### src/pkg/usr_consts.svh
// Constants for the status read command block.
`ifndef USR_CONSTS_SVH
`define USR_CONSTS_SVH

`define USR_CMD_FRAME        8'hb4
`define USR_CMD_IDENT        8'hb5
`define USR_CMD_IRQ          8'hc0

`define USR_FRAME_BYTES      3'h2
`define USR_IDENT_BYTES      3'h2
`define USR_IRQ_BYTES        3'h4

`define USR_FRAME_RESET      16'h0000
`define USR_IRQ_RESET        32'h00000000
`define USR_FLAGS_RESET      6'h00
`define USR_FRAME_HI_W       3

`define USR_BIT_BUSRESET     0
`define USR_BIT_RESUME       1
`define USR_BIT_SUSPEND      2
`define USR_BIT_DMADONE      3
`define USR_BIT_SOF          4
`define USR_BIT_MISSED       5
`define USR_BIT_BUSSTATE     7
`define USR_BIT_EP_BASE      8
`define USR_EP_COUNT         16

`define USR_RD_CLEAR_MASK    6'h3f

`define USR_CLK_PERIOD_NS    100
`define USR_FRAME_TIME_NS    1000000
`define USR_FRAME_CYCLES     (`USR_FRAME_TIME_NS / `USR_CLK_PERIOD_NS)
`define USR_MISS_LIMIT       2'h3

`endif

### src/pkg/usr_pkg.sv
// Types shared by the status read command block.
`default_nettype none
package usr_pkg;
	typedef enum logic [1:0] {
		USR_SEL_NONE,
		USR_SEL_FRAME,
		USR_SEL_IDENT,
		USR_SEL_IRQ
	} usr_sel_type;
endpackage : usr_pkg
`default_nettype wire

### src/pkg/usr_evt_if.sv
// Bus event signals between the core and the frame watchdog.
`timescale 1ns/100ps
`default_nettype none
interface usr_evt_if;
	logic sofPulse;
	logic busResetPulse;
	logic resumePulse;
	logic missPulse;
	logic suspended;
	modport watch (input sofPulse, input busResetPulse, input resumePulse, output missPulse, output suspended);
	modport core  (output sofPulse, output busResetPulse, output resumePulse, input missPulse, input suspended);
endinterface : usr_evt_if
`default_nettype wire

### src/hdl/usr_sof_watch.sv
// Watchdog for missing start-of-frame tokens and bus suspension.
`timescale 1ns/100ps
`default_nettype none
`include "usr_consts.svh"
module usr_sof_watch #(
	parameter int FRAME_CYCLES = `USR_FRAME_CYCLES,
	parameter int CNT_W        = 16
) (
	// Clock and control.
	input  wire logic clk_sys,
	input  wire logic sys_rst,
	input  wire logic clkEn,
	// Bus events.
	usr_evt_if.watch  ev
);
	logic [CNT_W-1:0] tick_reg;
	logic [1:0]       miss_reg;
	logic             missPulse_reg;
	logic             susp_reg;
	logic             restart;
	logic             frameEnd;

	assign restart  = ev.sofPulse | ev.busResetPulse | ev.resumePulse;
	assign frameEnd = (tick_reg == CNT_W'(FRAME_CYCLES - 1));
	assign ev.missPulse = missPulse_reg;
	assign ev.suspended = susp_reg;

	always_ff @(posedge clk_sys) begin
		if (sys_rst) begin
			tick_reg <= '0;
		end else if (clkEn) begin
			if (restart || frameEnd) begin
				tick_reg <= '0;
			end else begin
				tick_reg <= tick_reg + 1'b1;
			end
		end
	end

	always_ff @(posedge clk_sys) begin
		if (sys_rst) begin
			miss_reg      <= 2'h0;
			missPulse_reg <= 1'b0;
			susp_reg      <= 1'b0;
		end else if (clkEn) begin
			missPulse_reg <= 1'b0;
			if (restart) begin
				miss_reg <= 2'h0;
				susp_reg <= 1'b0;
			end else if (frameEnd) begin
				missPulse_reg <= 1'b1;
				if (miss_reg != `USR_MISS_LIMIT) begin
					miss_reg <= miss_reg + 2'h1;
				end
				if (miss_reg == `USR_MISS_LIMIT - 2'h1) begin
					susp_reg <= 1'b1;
				end
			end
		end
	end
endmodule : usr_sof_watch
`default_nettype wire

### src/hdl/usr_status_read.sv
// Status read commands: frame number, chip identification, interrupt sources.
// Overview of operation
// - Frame-number command returns number from last error-free start-of-frame token.
// - After frame command, one or two bytes read, low byte first.
// - After bus reset, stored frame number undefined until a good token.
// - Frame word 16 bits, low byte 7:0, bits 10:8 upper, 15:11 reserved.
// - Identification command returns two bytes of identity and hardware version.
// - Identification word 16 bits, high byte 15:8, low byte 7:0.
// - Interrupt command returns four bytes of the 32-bit source register.
// - Bits 23:10 flag endpoints 14..1, bit 9 control IN, 8 control OUT.
// - Bit 7 follows bus state: 0 awake, 1 suspended.
// - Bit 5 flags missed frame every millisecond; three misses enter suspend.
// - Bit 4 set when a start-of-frame is detected.
// - Bit 3 set when DMA transfer counter reaches zero.
// - Bit 2 set on transition from awake to suspended.
// - Bit 1 set when resume signalling is detected.
// - Bit 0 set on bus reset; all bits zero after device reset.
// - Interrupt read clears event flags; endpoint flags cleared by endpoint status read.
// - Events raise interrupt output only when enabled.
`timescale 1ns/100ps
`default_nettype none
`include "usr_consts.svh"
module usr_status_read #(
	parameter int          FRAME_CYCLES = `USR_FRAME_CYCLES,
	parameter logic [15:0] CHIP_IDENT   = 16'h5a01 // Arbitrary value.
) (
	// Clock, reset and enable.
	input  wire logic                         clk_sys,
	input  wire logic                         sys_rst,
	input  wire logic                         clkEn,
	// Parallel command and data port.
	input  wire logic                         cmdDataSelect,
	input  wire logic                         wrStrobe,
	input  wire logic                         rdStrobe,
	input  wire logic [7:0]                   dataIn,
	output var  logic [7:0]                   dataOut,
	output var  logic                         dataOe,
	// Bus events from the serial engine.
	input  wire logic                         sofGood,
	input  wire logic [10:0]                  sofFrame,
	input  wire logic                         busResetEvt,
	input  wire logic                         resumeEvt,
	input  wire logic                         dmaCountZero,
	input  wire logic [`USR_EP_COUNT-1:0]     epEvent,
	input  wire logic [`USR_EP_COUNT-1:0]     epStatusRead,
	// Interrupt enables and output.
	input  wire logic [23:0]                  intEnable,
	output var  logic                         irqOut,
	output var  logic                         busSuspended
);
	import usr_pkg::*;

	usr_evt_if evIf ();

	usr_pkg::usr_sel_type          sel_reg;
	logic [15:0]                   frame_reg;
	logic [5:0]                    flags_reg;
	logic [`USR_EP_COUNT-1:0]      epFlags_reg;
	logic                          suspPrev_reg;
	logic [31:0]                   snap_reg;
	logic [2:0]                    idx_reg;
	logic [2:0]                    limit_reg;
	logic [7:0]                    dataOut_reg;
	logic                          dataOe_reg;
	logic                          irq_reg;
	logic                          cmdTaken;
	logic                          rdTaken;
	logic                          irqRead;
	logic [5:0]                    evtSet;
	logic [31:0]                   irqWord;
	logic [31:0]                   cmdWord;
	logic [2:0]                    cmdLimit;
	logic [2:0]                    nextIdx;
	usr_pkg::usr_sel_type          cmdSel;

	// Returns the byte at an index of a word, or zero past the last byte.
	function automatic logic [7:0] pickByte(input logic [31:0] word, input logic [2:0] idx,
		input logic [2:0] limit);
		logic [7:0] b;
		b = 8'h00;
		if (idx < limit) begin
			b = word[idx[1:0]*8 +: 8];
		end
		return b;
	endfunction : pickByte

	assign evIf.sofPulse      = sofGood;
	assign evIf.busResetPulse = busResetEvt;
	assign evIf.resumePulse   = resumeEvt;

	usr_sof_watch #(
		.FRAME_CYCLES (FRAME_CYCLES),
		.CNT_W        (16)
	) uWatch (
		.clk_sys (clk_sys),
		.sys_rst (sys_rst),
		.clkEn   (clkEn),
		.ev      (evIf.watch)
	);

	assign cmdTaken = clkEn && wrStrobe && cmdDataSelect;
	assign rdTaken  = clkEn && rdStrobe && !cmdDataSelect && sel_reg != USR_SEL_NONE;
	assign irqRead  = cmdTaken && dataIn == `USR_CMD_IRQ;
	assign nextIdx  = (idx_reg == 3'h7) ? 3'h7 : idx_reg + 3'h1;

	// Live interrupt word with reserved bits zero.
	assign irqWord = {8'h00, epFlags_reg, evIf.suspended, 1'b0, flags_reg};

	// Event sources for the sticky flags.
	always_comb begin
		evtSet = 6'h00;
		evtSet[`USR_BIT_BUSRESET] = busResetEvt;
		evtSet[`USR_BIT_RESUME]   = resumeEvt;
		evtSet[`USR_BIT_SUSPEND]  = evIf.suspended && !suspPrev_reg;
		evtSet[`USR_BIT_DMADONE]  = dmaCountZero;
		evtSet[`USR_BIT_SOF]      = sofGood;
		evtSet[`USR_BIT_MISSED]   = evIf.missPulse;
	end

	// Command code decode into a selected word.
	always_comb begin
		cmdSel   = USR_SEL_NONE;
		cmdWord  = 32'h00000000;
		cmdLimit = 3'h0;
		if (dataIn == `USR_CMD_FRAME) begin
			cmdSel   = USR_SEL_FRAME;
			cmdWord  = {16'h0000, frame_reg};
			cmdLimit = `USR_FRAME_BYTES;
		end else if (dataIn == `USR_CMD_IDENT) begin
			cmdSel   = USR_SEL_IDENT;
			cmdWord  = {16'h0000, CHIP_IDENT};
			cmdLimit = `USR_IDENT_BYTES;
		end else if (dataIn == `USR_CMD_IRQ) begin
			cmdSel   = USR_SEL_IRQ;
			cmdWord  = irqWord;
			cmdLimit = `USR_IRQ_BYTES;
		end
	end

	// Frame number capture from good tokens only.
	always_ff @(posedge clk_sys) begin
		if (sys_rst) begin
			frame_reg <= `USR_FRAME_RESET;
		end else if (clkEn && sofGood) begin
			// Upper reserved bits held at zero.
			frame_reg <= {5'h00, sofFrame};
		end
	end

	// Sticky event flags, set wins over read clear.
	always_ff @(posedge clk_sys) begin
		if (sys_rst) begin
			flags_reg    <= `USR_FLAGS_RESET;
			suspPrev_reg <= 1'b0;
		end else if (clkEn) begin
			suspPrev_reg <= evIf.suspended;
			flags_reg <= (flags_reg & ~(irqRead ? `USR_RD_CLEAR_MASK : 6'h00)) | evtSet;
		end
	end

	// Endpoint flags cleared by endpoint status reads.
	always_ff @(posedge clk_sys) begin
		if (sys_rst) begin
			epFlags_reg <= '0;
		end else if (clkEn) begin
			epFlags_reg <= (epFlags_reg & ~epStatusRead) | epEvent;
		end
	end

	always_ff @(posedge clk_sys) begin
		if (sys_rst) begin
			sel_reg     <= USR_SEL_NONE;
			snap_reg    <= 32'h00000000;
			idx_reg     <= 3'h0;
			limit_reg   <= 3'h0;
			dataOut_reg <= 8'h00;
			dataOe_reg  <= 1'b0;
		end else if (cmdTaken) begin
			sel_reg     <= cmdSel;
			snap_reg    <= cmdWord;
			idx_reg     <= 3'h0;
			limit_reg   <= cmdLimit;
			dataOut_reg <= pickByte(cmdWord, 3'h0, cmdLimit);
			dataOe_reg  <= cmdSel != USR_SEL_NONE;
		end else if (rdTaken) begin
			idx_reg     <= nextIdx;
			dataOut_reg <= pickByte(snap_reg, nextIdx, limit_reg);
		end
	end

	// Enabled events drive the interrupt output.
	always_ff @(posedge clk_sys) begin
		if (sys_rst) begin
			irq_reg <= 1'b0;
		end else if (clkEn) begin
			irq_reg <= |(irqWord[23:0] & intEnable);
		end
	end

	assign dataOut      = dataOut_reg;
	assign dataOe       = dataOe_reg;
	assign irqOut       = irq_reg;
	assign busSuspended = evIf.suspended;
endmodule : usr_status_read
`default_nettype wire

### config.mk
export PLATFORM = sky130hd
export DESIGN_NAME = usr_status_read
export DESIGN_NICKNAME = d
export VERILOG_FILES = /design/src/pkg/usr_pkg.sv /design/src/pkg/usr_evt_if.sv /design/src/hdl/usr_sof_watch.sv /design/src/hdl/usr_status_read.sv
export VERILOG_INCLUDE_DIRS = /design/src /design/src/pkg
export SDC_FILE = /design/constraint.sdc
export NUM_CORES = 1
export LEC_CHECK = 0
export BUFFER_PORTS_ARGS = -buffer_cell sky130_fd_sc_hd__buf_4
export CAP_MARGIN = 20
export CORE_ASPECT_RATIO = 1.4
export CORE_UTILIZATION = 45
export DETAILED_ROUTE_END_ITERATION = 7
export PLACE_DENSITY = 0.71
export SYNTH_ARGS = -nofsm -noshare
export SYNTH_HDL_FRONTEND = slang
export SYNTH_SLANG_ARGS = --single-unit
export TNS_END_PERCENT = 100
### constraint.sdc
create_clock -name clk_sys -period 1.6 [get_ports clk_sys]
set_input_delay 0.16 -clock clk_sys [delete_from_list [all_inputs] [get_ports clk_sys]]
set_output_delay 0.16 -clock clk_sys [all_outputs]
set_load 0.02 [all_outputs]
==> results.json, run 1 <==
{
  "wl_met3_um": 454,
  "synth_top_family_by_area": "simple AND/OR/NAND/NOR gates",
  "final_area_um2": 5709,
  "postPlaceCellArea_um2": 5300,
  "worstPathArrival_ps": 1850,
  "cts_root_buffer": "clkbuf_16",
  "grt_pass1_vias": 4035,
  "start_util_pct": 47.19,
  "synth_ff_type": "dfxtp_1",
  "power.switching_mw": 1.203,
  "largest_reg_flops": 24,
  "synth.largest_area_cell": "dfxtp_1",
  "synth_area_um2": 4309,
  "synthAdderAreaFrac_pct": 1.452,
  "drc": 0,
  "async_flop_share_pct": 0,
  "place_inst": 707,
  "slew_headroom_pct": 63.73,
  "hold_path.class": "in2reg",
  "m1WireLength_um": 5085,
  "skew_ps": 6.345,
  "diodes": 0,
  "grt_max_degree": 56,
  "p_seq_share_pct": 49.2,
  "clkTransAtPathRegs_ps": 60,
  "post-route-period-util_pct": 99.72,
  "synthSimpleGateAreaFrac_pct": 24.39,
  "final_hold_viol_count": 0,
  "setup_viol": 0,
  "synth_most_common_cell": "dfxtp_1",
  "numCtsBuffers": 9,
  "ys_ff_latch": 95,
  "yosys-top-cells-area": "dfxtp_1, nand2_1, a21oi_1, a22oi_1, nor2_1",
  "first_iter_violations": 246,
  "synth_edf_count": 0,
  "rsz0062_at_grt": "true",
  "ir_drop_mv": 0.5587,
  "dieWidth_um": 84.71,
  "die_area_um2": 9977,
  "grt_pass1_wl_um": 19350,
  "drive_gt1_share_pct": 28.85,
  "power.density_nw_per_um2": 880.5,
  "clk_path_buf_depth": 2,
  "final_nets": 702,
  "netlist_instances": 507,
  "clk_latency_ps": 340,
  "port_buffers": 94,
  "drv_slew": 0,
  "core_area_um2": 9131,
  "dr_total_vias": 4128,
  "cts_tree": "built",
  "fin_util_pct": 62.52,
  "synth-xor-area-share_pct": 1.829,
  "syn2layout_area_growth_pct": 32.49,
  "rows": 41,
  "wl_met2_um": 5969,
  "antenna_found_initial": 0,
  "synth_compound_area_share_pct": 21.34,
  "critPathKind": "reg2reg",
  "gp_congestion": 0.8941,
  "yosys_warnings": 0,
  "post_drt_via_cell_ratio": 5.702,
  "maxCapViolCount": 0,
  "status": "finished clean",
  "dr.pass1.iters": 6,
  "seq_area_frac_synth_pct": 44.13,
  "finalCriticalPeriod_ps": 1595,
  "synth.top_cell.area_share_pct": 44.13,
  "dieHeight_um": 117.8,
  "syn_nets": 597,
  "p_total_mw": 5.027,
  "nFillCells": 834,
  "fin_hold_ws_ps": 60.41,
  "dp_hpwl_um": 8886,
  "p_leak_nw": 2.211,
  "finalSetupTns_ps": 0,
  "wire_per_inst_um": 16.38,
  "fin_cells": 724,
  "fmax_mhz": 626.8,
  "h-tree-depth": 3,
  "p_sw_share_pct": 23.92,
  "required_ps": 1850,
  "muxShareOfSynthArea_pct": 2.323,
  "ys_types": 58,
  "p_comb_share_pct": 10.1,
  "syn_area_per_cell_um2": 8.499,
  "antenna_left": 0,
  "p_int_mw": 3.824,
  "highest-signal-layer": "met4",
  "clkPwrFrac_pct": 40.7,
  "worst_pin_slew_ps": 538.3,
  "pre_cts_ws_ps": -62.13,
  "endpoint_kind": "flip-flop",
  "totalWireLength_um": 11860,
  "synthTopCellsByCount": "dfxtp_1, nand2_1, nor2_1",
  "cp-start-kind": "flip-flop",
  "overflow": 0,
  "grt_usage_pct": 24.69,
  "cts_num_sinks": 95,
  "layout_setup_ws_ps": 4.502,
  "worstPathMaxFanout": 8,
  "design.portCount": 96
}
per-layer routing:
metal  vias up  track usage, %
met4         0           11.33
met2       103           42.17
li1       2054               -
met3        24           4.698
met5         -               0
met1      1947           29.71
worst max-delay path, cell delays in order (launching register included):
cell and delay [ps]:
dfxtp_2 340, ha_4 170, or2_4 250, ha_4 170
nor2_4 190, nand3_1 140, a311oi_2 260
final timing paths:
kind,slack [ps],endpoint,start,cells past startpoint
worst max-delay path,5,dataOut[7],idx_reg[1],6
worst max register to register,5,dataOut[7],idx_reg[1],6
worst min-delay path,60,frame_reg[9],sofFrame[9],3
worst min register to register,450,snap_reg[0],snap_reg[0],2
power groups by stage:
| stage | sequential, mW | combinational (mW) | clock (mW) |
|---|---|---|---|
| floorplan | 2.51 | 0.227 | 0 |
| global placement | 2.53 | 0.493 | 0 |
| detailed placement | 2.53 | 0.503 | 0 |
| CTS | 2.47 | 0.505 | 2.08 |
| global route | 2.47 | 0.558 | 2.18 |
| finish | 2.47 | 0.510 | 2.05 |
area by class of cell:
class,count,area [um^2],share of cell area (%)
Tap cell,107,133.9,2.345
Multi-Input combinational cell,368,2344,41.05
Clock buffer,12,256.5,4.493
Clock inverter,4,30.03,0.5260
Inverter,12,45.04,0.7890
Timing Repair Buffer,126,983.4,17.23
Sequential cell,95,1917,33.57
cells in the final DEF (no fill, tap or decap), drive strengths merged, types with 3 or more instances in the layout:
cell type    n
nand4       10
and4         4
a221oi       5
nand2b       6
a211oi       4
nor2        39
nand2       68
ha           5
o21ai       28
inv         12
nand3       17
and2         5
and3        12
a311oi       7
buf        126
a31oi        3
a22o        15
nor3        19
xor2         7
a22oi       21
clkbuf      12
or3          5
a21oi       36
nor3b       10
dfxtp       95
o32ai        8
clkinvlp     4
mux2i       10
what timing repair did:
| action | CTS | global route |
|---|---|---|
| pin swaps | 9 | 5 |
| hold buffers | 0 | 0 |
| gates resized for setup | 7 | 23 |
| endpoints found under the setup margin | 8 | 27 |
| buffers inserted | 0 | 1 |
cells by family after synthesis:
kind of cell | Yosys count
simple gates | 207
compound gates | 137
flops | 95
buf+inv | 44
mux | 10
xor+xnor | 9
fa+ha+maj | 5
Note: power is estimated with default switching activity, not from simulation.
==> run 2: changes to the inputs <==
--- a/config.mk
+++ b/config.mk
@@ -14,5 +14,6 @@
 export PLACE_DENSITY = 0.71
 export SYNTH_ARGS = -nofsm -noshare
 export SYNTH_HDL_FRONTEND = slang
+export SYNTH_HIERARCHICAL = 1
 export SYNTH_SLANG_ARGS = --single-unit
 export TNS_END_PERCENT = 100
==> results.json, run 2 <==
{
  "status": "finished with violations",
  "violations": "setup timing",
  "drc": 0,
  "largest_reg_flops": 24,
  "clk_latency_ps": 340,
  "worstPathMaxFanout": 8,
  "async_flop_share_pct": 0,
  "dp_hpwl_um": 9533,
  "netlist_instances": 487,
  "start_util_pct": 46.62,
  "worstPathArrival_ps": 1890,
  "layout_setup_ws_ps": -39.75,
  "finalSetupTns_ps": -227.4,
  "post-route-period-util_pct": 102.5,
  "cp-start-kind": "flip-flop",
  "reg2reg_depth": 7,
  "p_leak_nw": 2.254,
  "dieWidth_um": 86.13,
  "antenna_found_initial": 0,
  "yosys-top-cells-area": "dfxtp_1, nand2_1, nor2_1, a22oi_1, a21oi_1",
  "synth.largest_area_cell": "dfxtp_1",
  "post_drt_via_cell_ratio": 5.556,
  "die_area_um2": 10320,
  "cts_tree": "built",
  "drive_gt1_share_pct": 34.16,
  "synth.top_cell.area_share_pct": 42.65,
  "antenna_left": 0,
  "cts_root_buffer": "clkbuf_16",
  "ir_drop_mv": 0.6054,
  "totalWireLength_um": 12370,
  "ys_ff_latch": 95,
  "final_nets": 688,
  "clkTransAtPathRegs_ps": 60,
  "grt_pass1_vias": 3954,
  "whs_path_depth": 3,
  "syn2layout_area_growth_pct": 30.44,
  "synth_most_common_cell": "dfxtp_1",
  "grt_max_degree": 40,
  "required_ps": 1850,
  "first_iter_violations": 279,
  "syn_area_per_cell_um2": 9.157,
  "dr.pass1.iters": 5,
  "final_hold_viol_count": 0,
  "synthTopCellsByCount": "dfxtp_1, nand2_1, nor2_1",
  "overflow": 0,
  "finalCriticalPeriod_ps": 1640,
  "yosys_warnings": 6,
  "skew_ps": 9.587,
  "slew_headroom_pct": 71.90,
  "wire_per_inst_um": 16.82,
  "endpoint_kind": "flip-flop",
  "final_cell_mix": "buf_4, dfxtp_1, nand2_1",
  "grt_usage_pct": 24.57,
  "port_buffers": 94,
  "p_total_mw": 5.158,
  "cts_num_sinks": 95,
  "rows": 42,
  "crit_start": "idx_reg[1]",
  "synth_ff_type": "dfxtp_1",
  "numCtsBuffers": 9,
  "gp_congestion": 0.9012,
  "core_area_um2": 9564,
  "dr_total_vias": 4084,
  "setup_viol": 8,
  "grt_pass1_wl_um": 19440,
  "pre_cts_ws_ps": -41.67,
  "diodes": 0,
  "hold_path.class": "in2reg",
  "fin_hold_ws_ps": 70.19,
  "power.density_nw_per_um2": 886.7,
  "nFillCells": 851,
  "syn_nets": 577,
  "worstReg2RegStart": "idx_reg[1]",
  "synth_area_um2": 4459,
  "final_common_cell": "buf_4",
  "seq_area_frac_synth_pct": 42.65,
  "hp-start": "sofFrame[1]",
  "fmax_mhz": 609.8,
  "ys_types": 67,
  "worst_pin_slew_ps": 418.3,
  "critPathKind": "reg2reg",
  "design.portCount": 96,
  "h-tree-depth": 3,
  "dieHeight_um": 119.8,
  "rsz0062_at_grt": "true",
  "clk_path_buf_depth": 2,
  "synth_edf_count": 0,
  "drv_slew": 0,
  "maxCapViolCount": 0
}
## run 2: cell type report
type	instances	area (um^2)	area share (%)
Inverter	9	33.78	0.5808
Sequential cell	95	1912	32.87
Timing Repair Buffer	129	984.7	16.93
Tap cell	132	165.2	2.839
Clock buffer	12	246.5	4.237
Clock inverter	4	45.04	0.7744
Multi-Input combinational cell	354	2430	41.77
## run 2: path summary, 6_finish.rpt
check                           slack (ps)            to
worst max-delay path                   -40    dataOut[3]
worst min-delay path                    70  frame_reg[1]
worst max register to register         -40    dataOut[3]
worst min register to register         440   snap_reg[3]
## run 2: report_power, final
part           internal, mW  total [mW]  switching, mW
clock network          1.25        2.12          0.874
logic                 0.278       0.554          0.276
registers              2.43        2.48         0.0536
## run 2: critical path, stage by stage (launching register included)
cell and delay [ps]:
dfxtp_2 330, ha_4 160, or2_4 230, ha_4 200, a21bo_1 210, buf_12 130
nand3_2 60, a311oi_2 240
## run 2: cell families (layout without fill, tap and decap cells)
kind of cell | after synthesis | in the layout | synth area share [%]
DFF | 95 | 95 | 42.65
and+or+nand+nor | 197 | 197 | 23.01
buffers and inverters | 38 | 154 | 4.601
muxes | 10 | 10 | 2.469
adders and majority gates | 5 | 5 | 1.403
AOI/OAI and AO/OA | 127 | 127 | 22.92
xor gates and xnor gates | 15 | 15 | 2.946
## run 2: routing by layer
metal | up-vias | GRT usage, % | wire length [um]
li1 | 2009 | - | -
met1 | 1946 | 27.99 | 4859
met2 | 105 | 44.00 | 6604
met3 | 24 | 3.576 | 547
met4 | 0 | 12.19 | 354
met5 | - | 0 | 0
## run 2: metrics by stage
stage / cells / instance area (um^2) / util [%]
2_1_floorplan: 487 / 4524 / -
3_3_place_gp: 717 / 5484 / 57.34
3_5_place_dp: 717 / 5484 / 57.34
4_1_cts: 734 / 5784 / 60.48
5_1_grt: 735 / 5817 / 60.82
6_report: 735 / 5817 / 60.82
## run 2: repair_timing
item | 4_1_cts | 5_1_grt
pin swaps | 1 | 3
gates resized for setup | 1 | 6
hold endpoints to repair | 0 | 0
hold buffers | 0 | 0
gates cloned | 0 | 0
setup buffers | 1 | 1
endpoints found under the setup margin | 10 | 14
==> run 3: changes to the inputs <==
--- a/config.mk
+++ b/config.mk
@@ -12,6 +12,7 @@
 export CORE_UTILIZATION = 45
 export DETAILED_ROUTE_END_ITERATION = 7
 export PLACE_DENSITY = 0.71
+export RECOVER_POWER = 50
 export SYNTH_ARGS = -nofsm -noshare
 export SYNTH_HDL_FRONTEND = slang
 export SYNTH_HIERARCHICAL = 1
==> constraint.sdc (replaced) <==
create_clock -name clk_sys -period 1.35 [get_ports clk_sys]
set_input_delay 0.135 -clock clk_sys [delete_from_list [all_inputs] [get_ports clk_sys]]
set_output_delay 0.135 -clock clk_sys [all_outputs]
set_load 0.02 [all_outputs]
==> results.json, run 3 (same netlist as run 2, synthesis figures left out) <==
{
  "place_inst": 753,
  "maxCapViolCount": 0,
  "worstPathMaxFanout": 8,
  "power.density_nw_per_um2": 989.1,
  "cts_num_sinks": 95,
  "dieHeight_um": 119.8,
  "first_iter_violations": 229,
  "finalCriticalPeriod_ps": 1591,
  "whs_path_depth": 3,
  "final-seq-area_um2": 1919,
  "r2r_end": "dataOut[0]",
  "status": "finished with violations",
  "start_util_pct": 46.62,
  "reg2reg_depth": 6,
  "cts_root_buffer": "clkbuf_16",
  "fin_hold_ws_ps": 45.88,
  "worstPathArrival_ps": 1840,
  "dp_hpwl_um": 9934,
  "grt_usage_pct": 26.69,
  "final_nets": 730,
  "antenna_found_initial": 0,
  "totalWireLength_um": 13410,
  "endpoint_kind": "flip-flop",
  "fmax_mhz": 628.4,
  "final_cell_mix": "buf_4, dfxtp_1, nand2_1",
  "clkTransAtPathRegs_ps": 70,
  "r2r_setup_slack_ps": -240,
  "post-route-period-util_pct": 117.9,
  "dr_total_vias": 4315,
  "drive_gt1_share_pct": 40.47,
  "grt_max_degree": 50,
  "clk_latency_ps": 340,
  "layout_setup_ws_ps": -241.4,
  "setup_viol": 28,
  "wire_per_inst_um": 17.26,
  "grt_pass1_vias": 4314,
  "rows": 42,
  "overflow": 0,
  "hp-start": "sofFrame[5]",
  "design.portCount": 96,
  "violations": "setup timing",
  "fin_cells": 777,
  "p_leak_nw": 2.476,
  "dieWidth_um": 86.13,
  "slew_headroom_pct": 60.04,
  "numCtsBuffers": 9,
  "clk_path_buf_depth": 2,
  "core_area_um2": 9564,
  "antenna_left": 0,
  "ir_drop_mv": 0.6325,
  "die_area_um2": 10320,
  "gp_congestion": 0.9055,
  "final_common_cell": "buf_4",
  "cp-start-kind": "flip-flop",
  "rsz0062_at_grt": "true",
  "critPathKind": "reg2reg",
  "worst_pin_slew_ps": 599.0,
  "dr.pass1.iters": 4,
  "syn2layout_area_growth_pct": 40.74,
  "hold_path.class": "in2reg",
  "final_hold_viol_count": 0,
  "worstReg2RegStart": "idx_reg[1]",
  "skew_ps": 9.641,
  "port_buffers": 94,
  "cts_tree": "built",
  "grt_pass1_wl_um": 21240,
  "diodes": 0,
  "drv_slew": 0,
  "hold_buffers": 0,
  "largest_reg_flops": 24,
  "drc": 0,
  "multi_input_area_um2": 2562,
  "h-tree-depth": 3,
  "final_area_um2": 6276,
  "holdPathEnd": "frame_reg[5]",
  "postPlaceCellArea_um2": 5841,
  "nFillCells": 834,
  "required_ps": 1600,
  "post_drt_via_cell_ratio": 5.553
}
==> run 3: worst max-delay path: stages, from the launching register on <==
cell,delay (ps)
dfxtp_2,340
ha_4,160
or2_4,230
ha_4,200
a21bo_4,240
nand3_2,90
a311oi_2,240
==> run 3: what timing repair did <==
item | in CTS | in global routing
pin swaps | 18 | 11
setup endpoints to repair | 29 | 31
buffers inserted | 8 | 1
resized for setup | 12 | 19
==> run 3: metal layers <==
| layer | GRT usage (%) | wire length, um |
|---|---|---|
| met1 | 29.32 | 5087 |
| met2 | 50.60 | 7444 |
| met3 | 3.989 | 554 |
| met4 | 9.792 | 327 |
| met5 | 0 | 0 |
==> run 3: final cells by class <==
| type | instances | area share [%] |
|---|---|---|
| timing repair buffer | 171 | 20.75 |
| tap | 132 | 2.632 |
| inverter | 9 | 0.5383 |
| multi-input combinational | 354 | 40.83 |
| clock inverter | 3 | 0.6778 |
| sequential | 95 | 30.58 |
| clock buffer | 13 | 3.987 |
==> run 3: report_power, final <==
part	leakage, nW	switching, mW	total [mW]	internal, mW
registers	0.777	0.0536	2.93	2.87
clock network	0.140	1.05	2.53	1.49
logic	1.56	0.361	0.746	0.384
==> run 3: through the flow <==
step / setup slack, ps / utilization, % / TNS, ps / total power, mW
after floorplan: -239.5 / - / -2711 / 3.320
after global placement: -247.7 / 61.07 / -2663 / 3.714
after detailed placement: -306.3 / 61.07 / -3647 / 3.733
after CTS: -191.8 / 65.18 / -3152 / 6.242
after global routing: -285.4 / 65.62 / -5230 / 6.413
final: -241.4 / 65.62 / -3834 / 6.208
==> run 3: worst max-delay path by stage <==
stage                from    endpoint  slack, ps  cells past startpoint
6_report       idx_reg[1]  dataOut[0]       -240                      6
5_1_grt        idx_reg[1]  dataOut[0]       -290                      6
4_1_cts        idx_reg[1]  dataOut[4]       -190                      6
3_5_place_dp   idx_reg[1]  dataOut[4]       -310                      7
3_3_place_gp   idx_reg[1]  dataOut[1]       -250                      7
2_1_floorplan  idx_reg[0]  dataOut[3]       -240                      7
